==> src/core/nfr_pkg.sv <==
// Purpose: Shared constants and types of the flash bank interface block
// Assumes: Avalon-MM byte addressing, 32-bit data, 16-bit flash data pins
// Notes:   Offsets are byte offsets inside the block's register region
package nfr_pkg;
  localparam int ADDR_W = 16;
  localparam int NBANK = 6;
  localparam int SEED_W = 23;
  localparam int TM_W = 13;
  // Register region offsets
  localparam logic [14:0] OFS_TIMING0 = 15'h0000;
  localparam logic [14:0] OFS_BOOTSTAT = 15'h0020;
  localparam logic [14:0] OFS_BANKCTL = 15'h0050;
  localparam logic [14:0] OFS_SCRCTL = 15'h0100;
  localparam logic [14:0] OFS_SEED = 15'h0104;
  localparam logic [14:0] OFS_TALLY = 15'h0108;
  // Scrambler and tally control fields
  localparam int CTL_SCR_EN = 0;
  localparam int CTL_SEED_RELOAD = 1;
  localparam int CTL_TALLY_EN = 3;
  localparam int CTL_TALLY_POL = 4;
  localparam int CTL_TALLY_CLR = 5;
  localparam logic [SEED_W-1:0] SEED_RESET = 23'h005aa5;
  localparam int SEED_TAP = 17;
  // Per-bank timing fields: setup, strobe, hold counts, wide bus
  localparam int TM_SETUP_LSB = 0;
  localparam int TM_STROBE_LSB = 4;
  localparam int TM_HOLD_LSB = 8;
  localparam int TM_WIDE = 12;
  localparam logic [TM_W-1:0] TM_RESET = 13'h0777;
  // Flash window layout: bank number and the two latch-select lines
  localparam int WIN_BIT = 15;
  localparam int BANK_MSB = 14;
  localparam int BANK_LSB = 12;
  localparam int ALE_BIT = 1;
  localparam int CLE_BIT = 0;
  localparam logic [2:0] BANK_FIRST = 3'h1;
  localparam logic [2:0] BANK_LAST = 3'h6;
  localparam logic [4:0] WIDTH16 = 5'h10;
  localparam logic [4:0] WIDTH8 = 5'h08;
  // Boot loader copies this many bytes from flash into internal memory
  localparam int BOOT_COPY_BYTES = 8192;

  typedef struct packed {
    logic [NBANK-1:0] bankSelectN;
    logic flashReadStrobeN;
    logic flashWriteStrobeN;
    logic cmdLatch;
    logic addrLatch;
  } nfr_pins_t;

  typedef struct packed {
    logic [15:0] value;
    logic oe;
  } nfr_data_t;

  typedef enum {ST_IDLE, ST_SETUP, ST_STROBE, ST_HOLD, ST_ACK} nfr_state_t;
endpackage

==> src/core/nfr_flash_if.sv <==
// Purpose: Flash bank interface with scrambler and read-data bit tally
// Assumes: Synchronous active-low reset, one clock, Avalon-MM slave
// Notes:   One access at a time; every access ends in one ACK cycle
// Function
// - Hold bit 1 keeps a flash-selected bank's select asserted; 0 gives ordinary access timing.
// - One flash-select bit per bank 1-6 repartitions that bank's space.
// - With flash boot strap, bank 1's flash-select resets to 1, else to 0; banks 2-6 reset to 0.
// - Select bits at even positions, hold bits at odd positions.
// - Writing 1 to bit 5 clears the tally; bit is write-only.
// - Bit 4 chooses counting zeros (0) or ones (1) in read data.
// - Tally advances only while enable bit 3 is 1.
// - 32-bit tally accumulates across reads until cleared; resets to zero.
// - Writing 1 to bit 1 reloads the seed to its initial value.
// - Bit 0 enables scrambling of write and read data; resets to 0.
// - Readable writable 23-bit seed, low 15 bits reset to 0x5aa5.
// - On flash boot, boot code copies the first 8K bytes inward.
// - On flash boot, page size straps are readable by software.
// - Writes to the address partition become address-latch cycles.
// - Data partition reads/writes become data cycles; DMA may use them.
// - Cycle timing comes from the bank's timing setting; select by hold.
// - Pins: bank select, read and write strobes, two low address lines.
// - Eight- or sixteen-bit flash parts on any bank 1-6.
//
// Implementation choices: register access over Avalon-MM and the register offsets.
`timescale 1ns/1ps
module nfr_flash_if
  import nfr_pkg::*;
(
  // Clock and reset
  input wire logic mclk,
  input wire logic rst_n,
  // Avalon-MM slave
  input wire logic [ADDR_W-1:0] avsAddress,
  input wire logic avsRead,
  input wire logic avsWrite,
  input wire logic [31:0] avsWriteData,
  input wire logic [3:0] avsByteEnable,
  output logic [31:0] avsReadData,
  output logic avsWaitRequest,
  // Straps
  input wire logic bootFromFlash,
  input wire logic [2:0] bootPageSel,
  // Flash pins
  output nfr_pins_t flashPins,
  output nfr_data_t flashDataOut,
  input wire logic [15:0] flashDataIn,
  input wire logic flashReadyBusyN
);
  nfr_state_t stateQ, stateD;
  logic [3:0] cntQ, cntD;
  logic [2:0] bankQ, bankD;
  logic writeQ, writeD, cleQ, cleD, aleQ, aleD;
  logic [15:0] wdataQ, wdataD;
  logic [31:0] rdataQ, rdataD;
  logic [NBANK-1:0] flashEnQ, flashEnD, holdQ, holdD;
  logic [TM_W-1:0] timingQ [NBANK];
  logic [TM_W-1:0] timingD [NBANK];
  logic scrEnQ, scrEnD, tallyEnQ, tallyEnD, tallyPolQ, tallyPolD;
  logic [SEED_W-1:0] seedQ, seedD;
  logic [31:0] tallyQ, tallyD;
  logic [2:0] bootPageQ;
  logic req, regSel, bankOk, flashAcc, busy, dataPart, wide;
  logic [14:0] ofs;
  logic [2:0] bankNum, bIdx;
  logic [TM_W-1:0] tm;
  logic [15:0] rawIn, scrMask, wrMask, rdWord;
  logic [4:0] onesCnt;
  logic [31:0] regWord, oldWord;

  function automatic logic [4:0] count_ones(input logic [15:0] v);
    logic [4:0] n;
    n = 5'h00;
    for (int i = 0; i < 16; i++) begin
      n = n + {4'h0, v[i]};
    end
    return n;
  endfunction

  function automatic logic [31:0] merge_be(input logic [31:0] old,
      input logic [31:0] nw, input logic [3:0] be);
    logic [31:0] r;
    r = old;
    for (int i = 0; i < 4; i++) begin
      if (be[i]) begin
        r[8*i +: 8] = nw[8*i +: 8];
      end
    end
    return r;
  endfunction

  function automatic logic [SEED_W-1:0] seed_step(input logic [SEED_W-1:0] s);
    return {s[SEED_W-2:0], s[SEED_W-1] ^ s[SEED_TAP]};
  endfunction

  // Address decode of the held request
  always_comb begin
    req = avsRead | avsWrite;
    regSel = ~avsAddress[WIN_BIT];
    ofs = avsAddress[14:0];
    bankNum = avsAddress[BANK_MSB:BANK_LSB];
    bankOk = (bankNum >= BANK_FIRST) && (bankNum <= BANK_LAST);
    bIdx = bankNum - BANK_FIRST;
    flashAcc = ~regSel && bankOk && flashEnQ[bIdx];
  end

  // Register read value, sampled into rdataQ on entry to ACK
  always_comb begin
    regWord = 32'h0000_0000;
    if (ofs == OFS_BANKCTL) begin
      for (int i = 0; i < NBANK; i++) begin
        regWord[2*i] = flashEnQ[i];
        regWord[2*i+1] = holdQ[i];
      end
    end else if (ofs == OFS_SCRCTL) begin
      regWord[CTL_SCR_EN] = scrEnQ;
      regWord[CTL_TALLY_EN] = tallyEnQ;
      regWord[CTL_TALLY_POL] = tallyPolQ;
    end else if (ofs == OFS_SEED) begin
      regWord[SEED_W-1:0] = seedQ;
    end else if (ofs == OFS_TALLY) begin
      regWord = tallyQ;
    end else if (ofs == OFS_BOOTSTAT) begin
      // Page size straps and live ready/busy level
      regWord[2:0] = bootPageQ;
      regWord[3] = flashReadyBusyN;
    end else if (ofs[14:5] == 10'h000 && ofs[1:0] == 2'h0 &&
        ofs[4:2] < 3'(NBANK)) begin
      regWord[TM_W-1:0] = timingQ[ofs[4:2]];
    end
  end

  // Current bank timing and data path
  always_comb begin
    tm = timingQ[bankQ];
    wide = tm[TM_WIDE];
    dataPart = ~cleQ & ~aleQ;
    busy = (stateQ == ST_SETUP) || (stateQ == ST_STROBE) ||
           (stateQ == ST_HOLD);
    wrMask = wide ? 16'hffff : 16'h00ff;
    rawIn = flashDataIn & wrMask;
    scrMask = (scrEnQ && dataPart) ? (seedQ[15:0] & wrMask) : 16'h0000;
    rdWord = rawIn ^ scrMask;
    onesCnt = count_ones(rdWord);
  end

  // Sequencer and register file next values
  always_comb begin
    stateD = stateQ;
    cntD = cntQ;
    bankD = bankQ;
    writeD = writeQ;
    cleD = cleQ;
    aleD = aleQ;
    wdataD = wdataQ;
    rdataD = rdataQ;
    flashEnD = flashEnQ;
    holdD = holdQ;
    timingD = timingQ;
    scrEnD = scrEnQ;
    tallyEnD = tallyEnQ;
    tallyPolD = tallyPolQ;
    seedD = seedQ;
    tallyD = tallyQ;
    oldWord = 32'h0000_0000;
    case (stateQ)
      ST_IDLE: begin
        if (req) begin
          if (flashAcc) begin
            bankD = bIdx;
            writeD = avsWrite;
            cleD = avsAddress[CLE_BIT];
            aleD = avsAddress[ALE_BIT];
            wdataD = avsWriteData[15:0] & (timingQ[bIdx][TM_WIDE] ?
                     16'hffff : 16'h00ff);
            if (scrEnQ && !avsAddress[CLE_BIT] && !avsAddress[ALE_BIT]) begin
              wdataD = wdataD ^ seedQ[15:0];
            end
            // Counts come from the bank's own timing setting
            cntD = timingQ[bIdx][TM_SETUP_LSB +: 4];
            stateD = ST_SETUP;
          end else begin
            // Registers, unmapped addresses and non-flash banks
            rdataD = regSel ? regWord : 32'h0000_0000;
            stateD = ST_ACK;
          end
        end
      end
      ST_SETUP: begin
        if (cntQ == 4'h0) begin
          cntD = tm[TM_STROBE_LSB +: 4];
          stateD = ST_STROBE;
        end else begin
          cntD = cntQ - 4'h1;
        end
      end
      ST_STROBE: begin
        if (cntQ == 4'h0) begin
          if (!writeQ) begin
            rdataD = {16'h0000, rdWord};
            if (dataPart && tallyEnQ) begin
              tallyD = tallyQ + {27'h0, tallyPolQ ? onesCnt :
                       ((wide ? WIDTH16 : WIDTH8) - onesCnt)};
            end
          end
          if (dataPart && scrEnQ) begin
            seedD = seed_step(seedQ);
          end
          cntD = tm[TM_HOLD_LSB +: 4];
          stateD = ST_HOLD;
        end else begin
          cntD = cntQ - 4'h1;
        end
      end
      ST_HOLD: begin
        if (cntQ == 4'h0) begin
          stateD = ST_ACK;
        end else begin
          cntD = cntQ - 4'h1;
        end
      end
      ST_ACK: begin
        // Register writes take effect on the edge that ends the wait
        if (avsWrite && regSel) begin
          oldWord = merge_be(regWord, avsWriteData, avsByteEnable);
          if (ofs == OFS_BANKCTL) begin
            for (int i = 0; i < NBANK; i++) begin
              flashEnD[i] = oldWord[2*i];
              holdD[i] = oldWord[2*i+1];
            end
          end else if (ofs == OFS_SCRCTL) begin
            scrEnD = oldWord[CTL_SCR_EN];
            tallyEnD = oldWord[CTL_TALLY_EN];
            tallyPolD = oldWord[CTL_TALLY_POL];
            if (oldWord[CTL_TALLY_CLR]) begin
              tallyD = 32'h0000_0000;
            end
            if (oldWord[CTL_SEED_RELOAD]) begin
              seedD = SEED_RESET;
            end
          end else if (ofs == OFS_SEED) begin
            seedD = oldWord[SEED_W-1:0];
          end else if (ofs == OFS_TALLY) begin
            tallyD = oldWord;
          end else if (ofs[14:5] == 10'h000 && ofs[1:0] == 2'h0 &&
              ofs[4:2] < 3'(NBANK)) begin
            timingD[ofs[4:2]] = oldWord[TM_W-1:0];
          end
        end
        stateD = ST_IDLE;
      end
      default: begin
        stateD = ST_IDLE;
      end
    endcase
  end

  always_ff @(posedge mclk) begin
    if (!rst_n) begin
      stateQ <= ST_IDLE;
      cntQ <= 4'h0;
      bankQ <= 3'h0;
      writeQ <= 1'b0;
      cleQ <= 1'b0;
      aleQ <= 1'b0;
      wdataQ <= 16'h0000;
      rdataQ <= 32'h0000_0000;
      // Synchronous reset, so the strap may be loaded here directly
      flashEnQ <= {{(NBANK-1){1'b0}}, bootFromFlash};
      holdQ <= '0;
      for (int i = 0; i < NBANK; i++) begin
        timingQ[i] <= TM_RESET;
      end
      scrEnQ <= 1'b0;
      tallyEnQ <= 1'b0;
      tallyPolQ <= 1'b0;
      seedQ <= SEED_RESET;
      tallyQ <= 32'h0000_0000;
      // Boot code sizes its copy of BOOT_COPY_BYTES from these straps
      bootPageQ <= bootPageSel;
    end else begin
      stateQ <= stateD;
      cntQ <= cntD;
      bankQ <= bankD;
      writeQ <= writeD;
      cleQ <= cleD;
      aleQ <= aleD;
      wdataQ <= wdataD;
      rdataQ <= rdataD;
      flashEnQ <= flashEnD;
      holdQ <= holdD;
      timingQ <= timingD;
      scrEnQ <= scrEnD;
      tallyEnQ <= tallyEnD;
      tallyPolQ <= tallyPolD;
      seedQ <= seedD;
      tallyQ <= tallyD;
    end
  end

  // Pins follow the state directly so strobes line up with data capture
  always_comb begin
    for (int i = 0; i < NBANK; i++) begin
      flashPins.bankSelectN[i] = ~((flashEnQ[i] & holdQ[i]) |
                                   (busy && bankQ == 3'(i)));
    end
    flashPins.flashReadStrobeN = ~(stateQ == ST_STROBE && !writeQ);
    flashPins.flashWriteStrobeN = ~(stateQ == ST_STROBE && writeQ);
    flashPins.cmdLatch = busy & cleQ;
    flashPins.addrLatch = busy & aleQ;
    flashDataOut.value = wdataQ;
    flashDataOut.oe = busy & writeQ;
    avsWaitRequest = req && (stateQ != ST_ACK);
    avsReadData = rdataQ;
  end

  // Checks
  logic scrWrAck;
  assign scrWrAck = (stateQ == ST_ACK) && avsWrite && regSel &&
                    (ofs == OFS_SCRCTL) && avsByteEnable[0];

  a_hold_keeps_cs: assert property (@(posedge mclk) disable iff (!rst_n)
    ((flashEnQ & holdQ & flashPins.bankSelectN) == '0))
    else $error("held bank select released");
  a_idle_cs_off: assert property (@(posedge mclk) disable iff (!rst_n)
    (stateQ == ST_IDLE) |-> (flashPins.bankSelectN == ~(flashEnQ & holdQ)))
    else $error("bank select wrong while idle");
  a_boot_strap: assert property (@(posedge mclk)
    (!rst_n ##1 rst_n) |-> (flashEnQ == {5'h00, $past(bootFromFlash)}))
    else $error("flash select reset value wrong");
  a_tally_clear: assert property (@(posedge mclk) disable iff (!rst_n)
    (scrWrAck && avsWriteData[CTL_TALLY_CLR]) |=> (tallyQ == 32'h0))
    else $error("tally not cleared");
  a_tally_frozen: assert property (@(posedge mclk) disable iff (!rst_n)
    (!tallyEnQ && stateQ != ST_ACK) |=> $stable(tallyQ))
    else $error("tally moved while disabled");
  a_tally_polarity: assert property (@(posedge mclk) disable iff (!rst_n)
    (stateQ == ST_STROBE && cntQ == 4'h0 && !writeQ && dataPart &&
     tallyEnQ && !tallyPolQ && rdWord == wrMask)
    |=> $stable(tallyQ))
    else $error("zero count tallied ones");
  a_seed_reload: assert property (@(posedge mclk) disable iff (!rst_n)
    (scrWrAck && avsWriteData[CTL_SEED_RELOAD]) |=> (seedQ == SEED_RESET))
    else $error("seed not reloaded");
  a_plain_write: assert property (@(posedge mclk) disable iff (!rst_n)
    (busy && writeQ && !scrEnQ && stateQ == ST_STROBE)
    |-> (flashDataOut.value == (avsWriteData[15:0] & wrMask)))
    else $error("unscrambled data altered");
  a_cmd_cycle: assert property (@(posedge mclk) disable iff (!rst_n)
    (stateQ == ST_IDLE && avsWrite && flashAcc && avsAddress[CLE_BIT] &&
     !avsAddress[ALE_BIT]) |=> (flashPins.cmdLatch && !flashPins.addrLatch))
    else $error("command latch missing");
  a_addr_cycle: assert property (@(posedge mclk) disable iff (!rst_n)
    (stateQ == ST_IDLE && avsWrite && flashAcc && avsAddress[ALE_BIT] &&
     !avsAddress[CLE_BIT]) |=> (flashPins.addrLatch && !flashPins.cmdLatch))
    else $error("address latch missing");
  a_read_strobe: assert property (@(posedge mclk) disable iff (!rst_n)
    (stateQ == ST_IDLE && avsRead && flashAcc)
    |-> ##[1:17] !flashPins.flashReadStrobeN)
    else $error("read strobe never issued");
  a_setup_len: assert property (@(posedge mclk) disable iff (!rst_n)
    (stateQ == ST_SETUP && cntQ == 4'h0) |=> (stateQ == ST_STROBE))
    else $error("setup count overrun");

  c_cmd_write: cover property (@(posedge mclk) disable iff (!rst_n)
    flashPins.cmdLatch && !flashPins.flashWriteStrobeN);
  c_data_read: cover property (@(posedge mclk) disable iff (!rst_n)
    !flashPins.flashReadStrobeN && dataPart && scrEnQ);
  c_seed_reload: cover property (@(posedge mclk) disable iff (!rst_n)
    scrWrAck && avsWriteData[CTL_SEED_RELOAD]);
  c_hold_select: cover property (@(posedge mclk) disable iff (!rst_n)
    (flashEnQ & holdQ) != '0 && stateQ == ST_IDLE);
endmodule

==> config.mk <==
export PLATFORM = sky130hd
export DESIGN_NAME = nfr_flash_if
export DESIGN_NICKNAME = d
export VERILOG_FILES = /design/src/core/nfr_pkg.sv /design/src/core/nfr_flash_if.sv
export SDC_FILE = /design/constraint.sdc
export NUM_CORES = 1
export LEC_CHECK = 0
export BUFFER_PORTS_ARGS = -buffer_cell sky130_fd_sc_hd__buf_2
export CORE_AREA = 5 5 120 235
export CTS_BUF_LIST = sky130_fd_sc_hd__clkbuf_16
export DETAILED_ROUTE_END_ITERATION = 16
export DIE_AREA = 0 0 125 240
export HOLD_SLACK_MARGIN = 0.02
export PLACE_DENSITY = 0.71
export SLEW_MARGIN = 0
export SYNTH_ARGS = -nofsm -noshare
export SYNTH_HDL_FRONTEND = slang
export SYNTH_SLANG_ARGS = --single-unit
==> constraint.sdc <==
create_clock -name mclk -period 7 [get_ports mclk]
set_input_delay 1.75 -clock mclk [delete_from_list [all_inputs] [get_ports mclk]]
set_output_delay 1.75 -clock mclk [all_outputs]
set_load 0.01 [all_outputs]
==> summary.md <==
| Metric | Value |
|---|---|
| Max-slew violation count | `0` |
| Setup Viol. Count Final | `1` |
| Crit path max-delay family | `adder cells` |
| Clock Sinks | `212` |
| Core ar. | `26,200 sq um` |
| Setup TNS | `-0.0138 ns` |
| Vias | `13,500` |
| Port bufs | `136` |
| Placed inst area | `14,100 sq um` |
| Die X | `125 microns` |
| Final setup margin | `-0.0138 ns` |
| Routed wire per std cell | `25.0 microns` |
| H-tree levels | `1` |
| Syn_area_per_cell | `8.01 sq um` |
| Most Frequent Cell on Critical Path | `fa_1` |
| RSZ-0062 raised after global routing | `yes` |
| Sequential share of the synthesized area | `33.4%` |
| PwrDens | `209 nW/um^2` |
| Outcome | `finished, violations left` |
| Sequential share of power | `40.2%` |
| Chip height | `240 microns` |
| Clock Tree Buf Depth | `3` |
| Rel. slew slack | `15.8%` |
| GRT Overall Usage | `33.3%` |
| Least-Margin Pin Slew | `1.26 ns` |
| Post-synth top cells | `251 x nand2_1, 208 x dfxtp_1, 147 x nor2_1` |
| CTS tree | `built` |
| Vias in the first global route | `13,300` |
| Io pins | `137` |
| # DRC | `0` |
| Top cell type's share of synthesized area | `32.5%` |
| Failing checks | `setup timing` |
| DP HPWL | `38,600 microns` |
| Syn nets | `1,705` |
| Worst path max stage delay | `0.52 ns` |
| Worst Path Required | `7.39 ns` |
| Crit-path max FO | `4` |
| Maximum capacitance violations | `0` |
| Fin crit period | `7.01 ns` |
| CP arrival | `7.41 ns` |
| Hold/Removal Path Class | `register to register` |
| Switching Fraction | `29.7%` |
| Initial antenna violation count | `0` |
| Post-Synthesis Cells | `1,600` |
| Clk root buf | `clkbuf_16` |
| Share of cells above drive strength 1 | `20.8%` |
| Global route overflow | `0` |
| Cell Area, Synth | `12,800 sq um` |
| Row Count | `84` |
| Gate power share | `20.1%` |
| First-pass GRT wire length | `77,400 microns` |
| Worst-path clk slew | `0.07 ns` |
| Total die area | `30,000 sq um` |
| Leakage | `5.76 nW` |
| CP Capture Type | `register` |
| Setup Slack @ Placement | `-0.690 ns` |
| Fillers | `2,363` |
| Post-synth ARST share | `0%` |
| Initial core utilization | `49.0%` |
| Syn-to-layout area delta | `17.4%` |
| Slowest cell on crit path | `fa_1` |
| Max Clk Rate | `143 MHz` |
| Worst-skew pair later-pin latency | `0.52 ns` |
| CTS Buf Count | `21` |
| Via/cell ratio | `6.51` |
| Initial DRC Count | `1,263` |
| Buf/Inv on CP | `4` |
| Final worst path period share | `100%` |
| Placer Congestion | `1.05` |
| P_sw | `0.000936 W` |
| Final hold viol count | `0` |
| Area leader, netlist | `dfxtp_1` |
| Setup Skew | `0.00907 ns` |
| Antenna cells | `0` |
| Internal power | `0.00221 W` |
| Distinct cells, synth | `89` |
| EDFF count, synth | `4` |
| Post-CTS Hold Buffers | `0` |
| Startpoint types | `primary input` |
| Total wire length | `51,800 microns` |
| First-pass DRT Iterations | `7` |
| Count leader, synth | `nand2_1` |
| Critical path type | `primary input to register` |
| Antenna-violating nets left | `0` |
| Largest net degree at the start of global routing | `80` |
| VDD IR-drop max | `0.215 mV` |
| Final net count | `1,819` |
| Flops & latches, synth | `212` |
| Top_reg_cell synth | `dfxtp_1` |
| Design Area, Final | `15,100 sq um` |
| Synth top area cells | `dfxtp_1 32%, nand2_1 7.3%, a21oi_1 5.2%, nor2_1 4.3%, mux4_2 4.0%` |
| Power share of the clock group | `39.7%` |
| Yosys warns | `0` |
## timing repair
item / 4_1_cts / 5_1_grt
endpoints found under the setup margin: 18 / 24
pin swaps: 13 / 34
gates cloned: 0 / 0
setup buffers: 4 / 5
resized for setup: 10 / 37
endpoints found under the hold margin: 0 / 0
## registers in the layout, summed over array words and instances (netlist names), 4 cells and up
signal       cells
holdQ            6
flashEnQ         6
tallyQ          32
cntQ             4
timingQ         78
wdataQ          16
avsReadData     32
seedQ           23
## power groups by stage
stage | Clock [W] | Sequential (W) | Combinational, W
global placement | 0 | 0.00129 | 0.000587
finish | 0.00125 | 0.00127 | 0.000633
global route | 0.00131 | 0.00127 | 0.000683
CTS | 0.00126 | 0.00127 | 0.000603
detailed placement | 0 | 0.00129 | 0.000594
floorplan | 0 | 0.00129 | 0.000363
## logic make-up after synthesis
| group | share of synthesized area (%) |
|---|---|
| AOI/OAI and AO/OA | 25.0 |
| muxes | 8.59 |
| and+or+nand+nor | 21.5 |
| adders and majority gates | 3.38 |
| buffers and inverters | 5.04 |
| DFF | 33.4 |
| xor gates and xnor gates | 3.14 |
## cell type report
cell class / instances / area [sq um] / share of cell area (%)
clock buffers: 21 / 526 / 3.49
flip-flops and latches: 212 / 4280 / 28.5
clock inverters: 16 / 210 / 1.40
multi-input cells: 1237 / 8190 / 54.4
inverters: 29 / 110 / 0.731
well taps: 344 / 430 / 2.86
repair buffers: 213 / 1300 / 8.66
## final timing paths
kind / start / endpoint / slack, ns / cells after the start
max reg2reg: bankQ[1] / tallyQ[26] / 0.10 / 27
max: flashDataIn[15] / tallyQ[26] / -0.01 / 27
min reg2reg: avsReadData[27] / avsReadData[27] / 0.45 / 2
min: avsReadData[27] / avsReadData[27] / 0.45 / 2
## metrics by stage
step                util, %  hold WS (ns)  cells  total power (W)
CTS                    56.9         0.454   2067          0.00312
finish                 57.5         0.452   2072          0.00315
detailed placement     53.8         0.442   2026          0.00189
floorplan                 -         0.441   1600          0.00165
global placement       53.8         0.438   2026          0.00188
global route           57.5         0.462   2072          0.00326
## placed cells by master (no fill, tap or decap), types with 7 or more instances in the layout
cell type and count:
nor2b_1 7, a21oi_1 125, nand4_1 8, mux4_2 23, nand2_1 248, nand3_1 47
a22oi_1 27, a21oi_2 7, a211oi_1 35, nand3b_1 8, nor3_1 27, o21ai_1 9
fa_1 9, a21o_1 7, o211ai_1 44, buf_4 73, clkbuf_16 21, nor2_1 144
a221oi_1 7, and3_1 7, xor2_1 19, ha_1 15, and2_1 10, buf_2 134
o22ai_1 15, mux2_2 9, xnor2_1 21, inv_1 23, o21ai_0 88, a31oi_1 21
nand2b_1 18, o21a_1 10, dfxtp_1 208, or3_1 11, mux2i_1 47, o31ai_1 17
## metal layers
metal	vias up	routed length, microns	GRT usage [%]
met4	0	5920	30.6
met1	6411	16300	32.3
met3	279	3510	5.51
met5	-	0	0
met2	750	26100	59.6
li1	6044	-	-
## worst reg2reg max path, cell delays in order (launching register included)
cell	delay, ns
dfxtp_1	0.65
mux4_2	0.40
a21oi_1	0.17
buf_4	0.23
nor2_2	0.08
fa_1	0.52
fa_2	0.40
fa_1	0.50
inv_2	0.04
fa_1	0.51
inv_2	0.05
ha_1	0.28
a21o_1	0.19
a21oi_2	0.14
xor2_1	0.23
ha_1	0.30
a31oi_2	0.21
xor2_1	0.18
nor2_1	0.09
xnor2_2	0.17
ha_1	0.34
o21a_2	0.19
a21oi_4	0.10
nor2_4	0.14
and3_4	0.23
nand2_4	0.06
o311ai_4	0.28
o21ai_1	0.09
No activity file was read; power rests on OpenSTA's default activity.
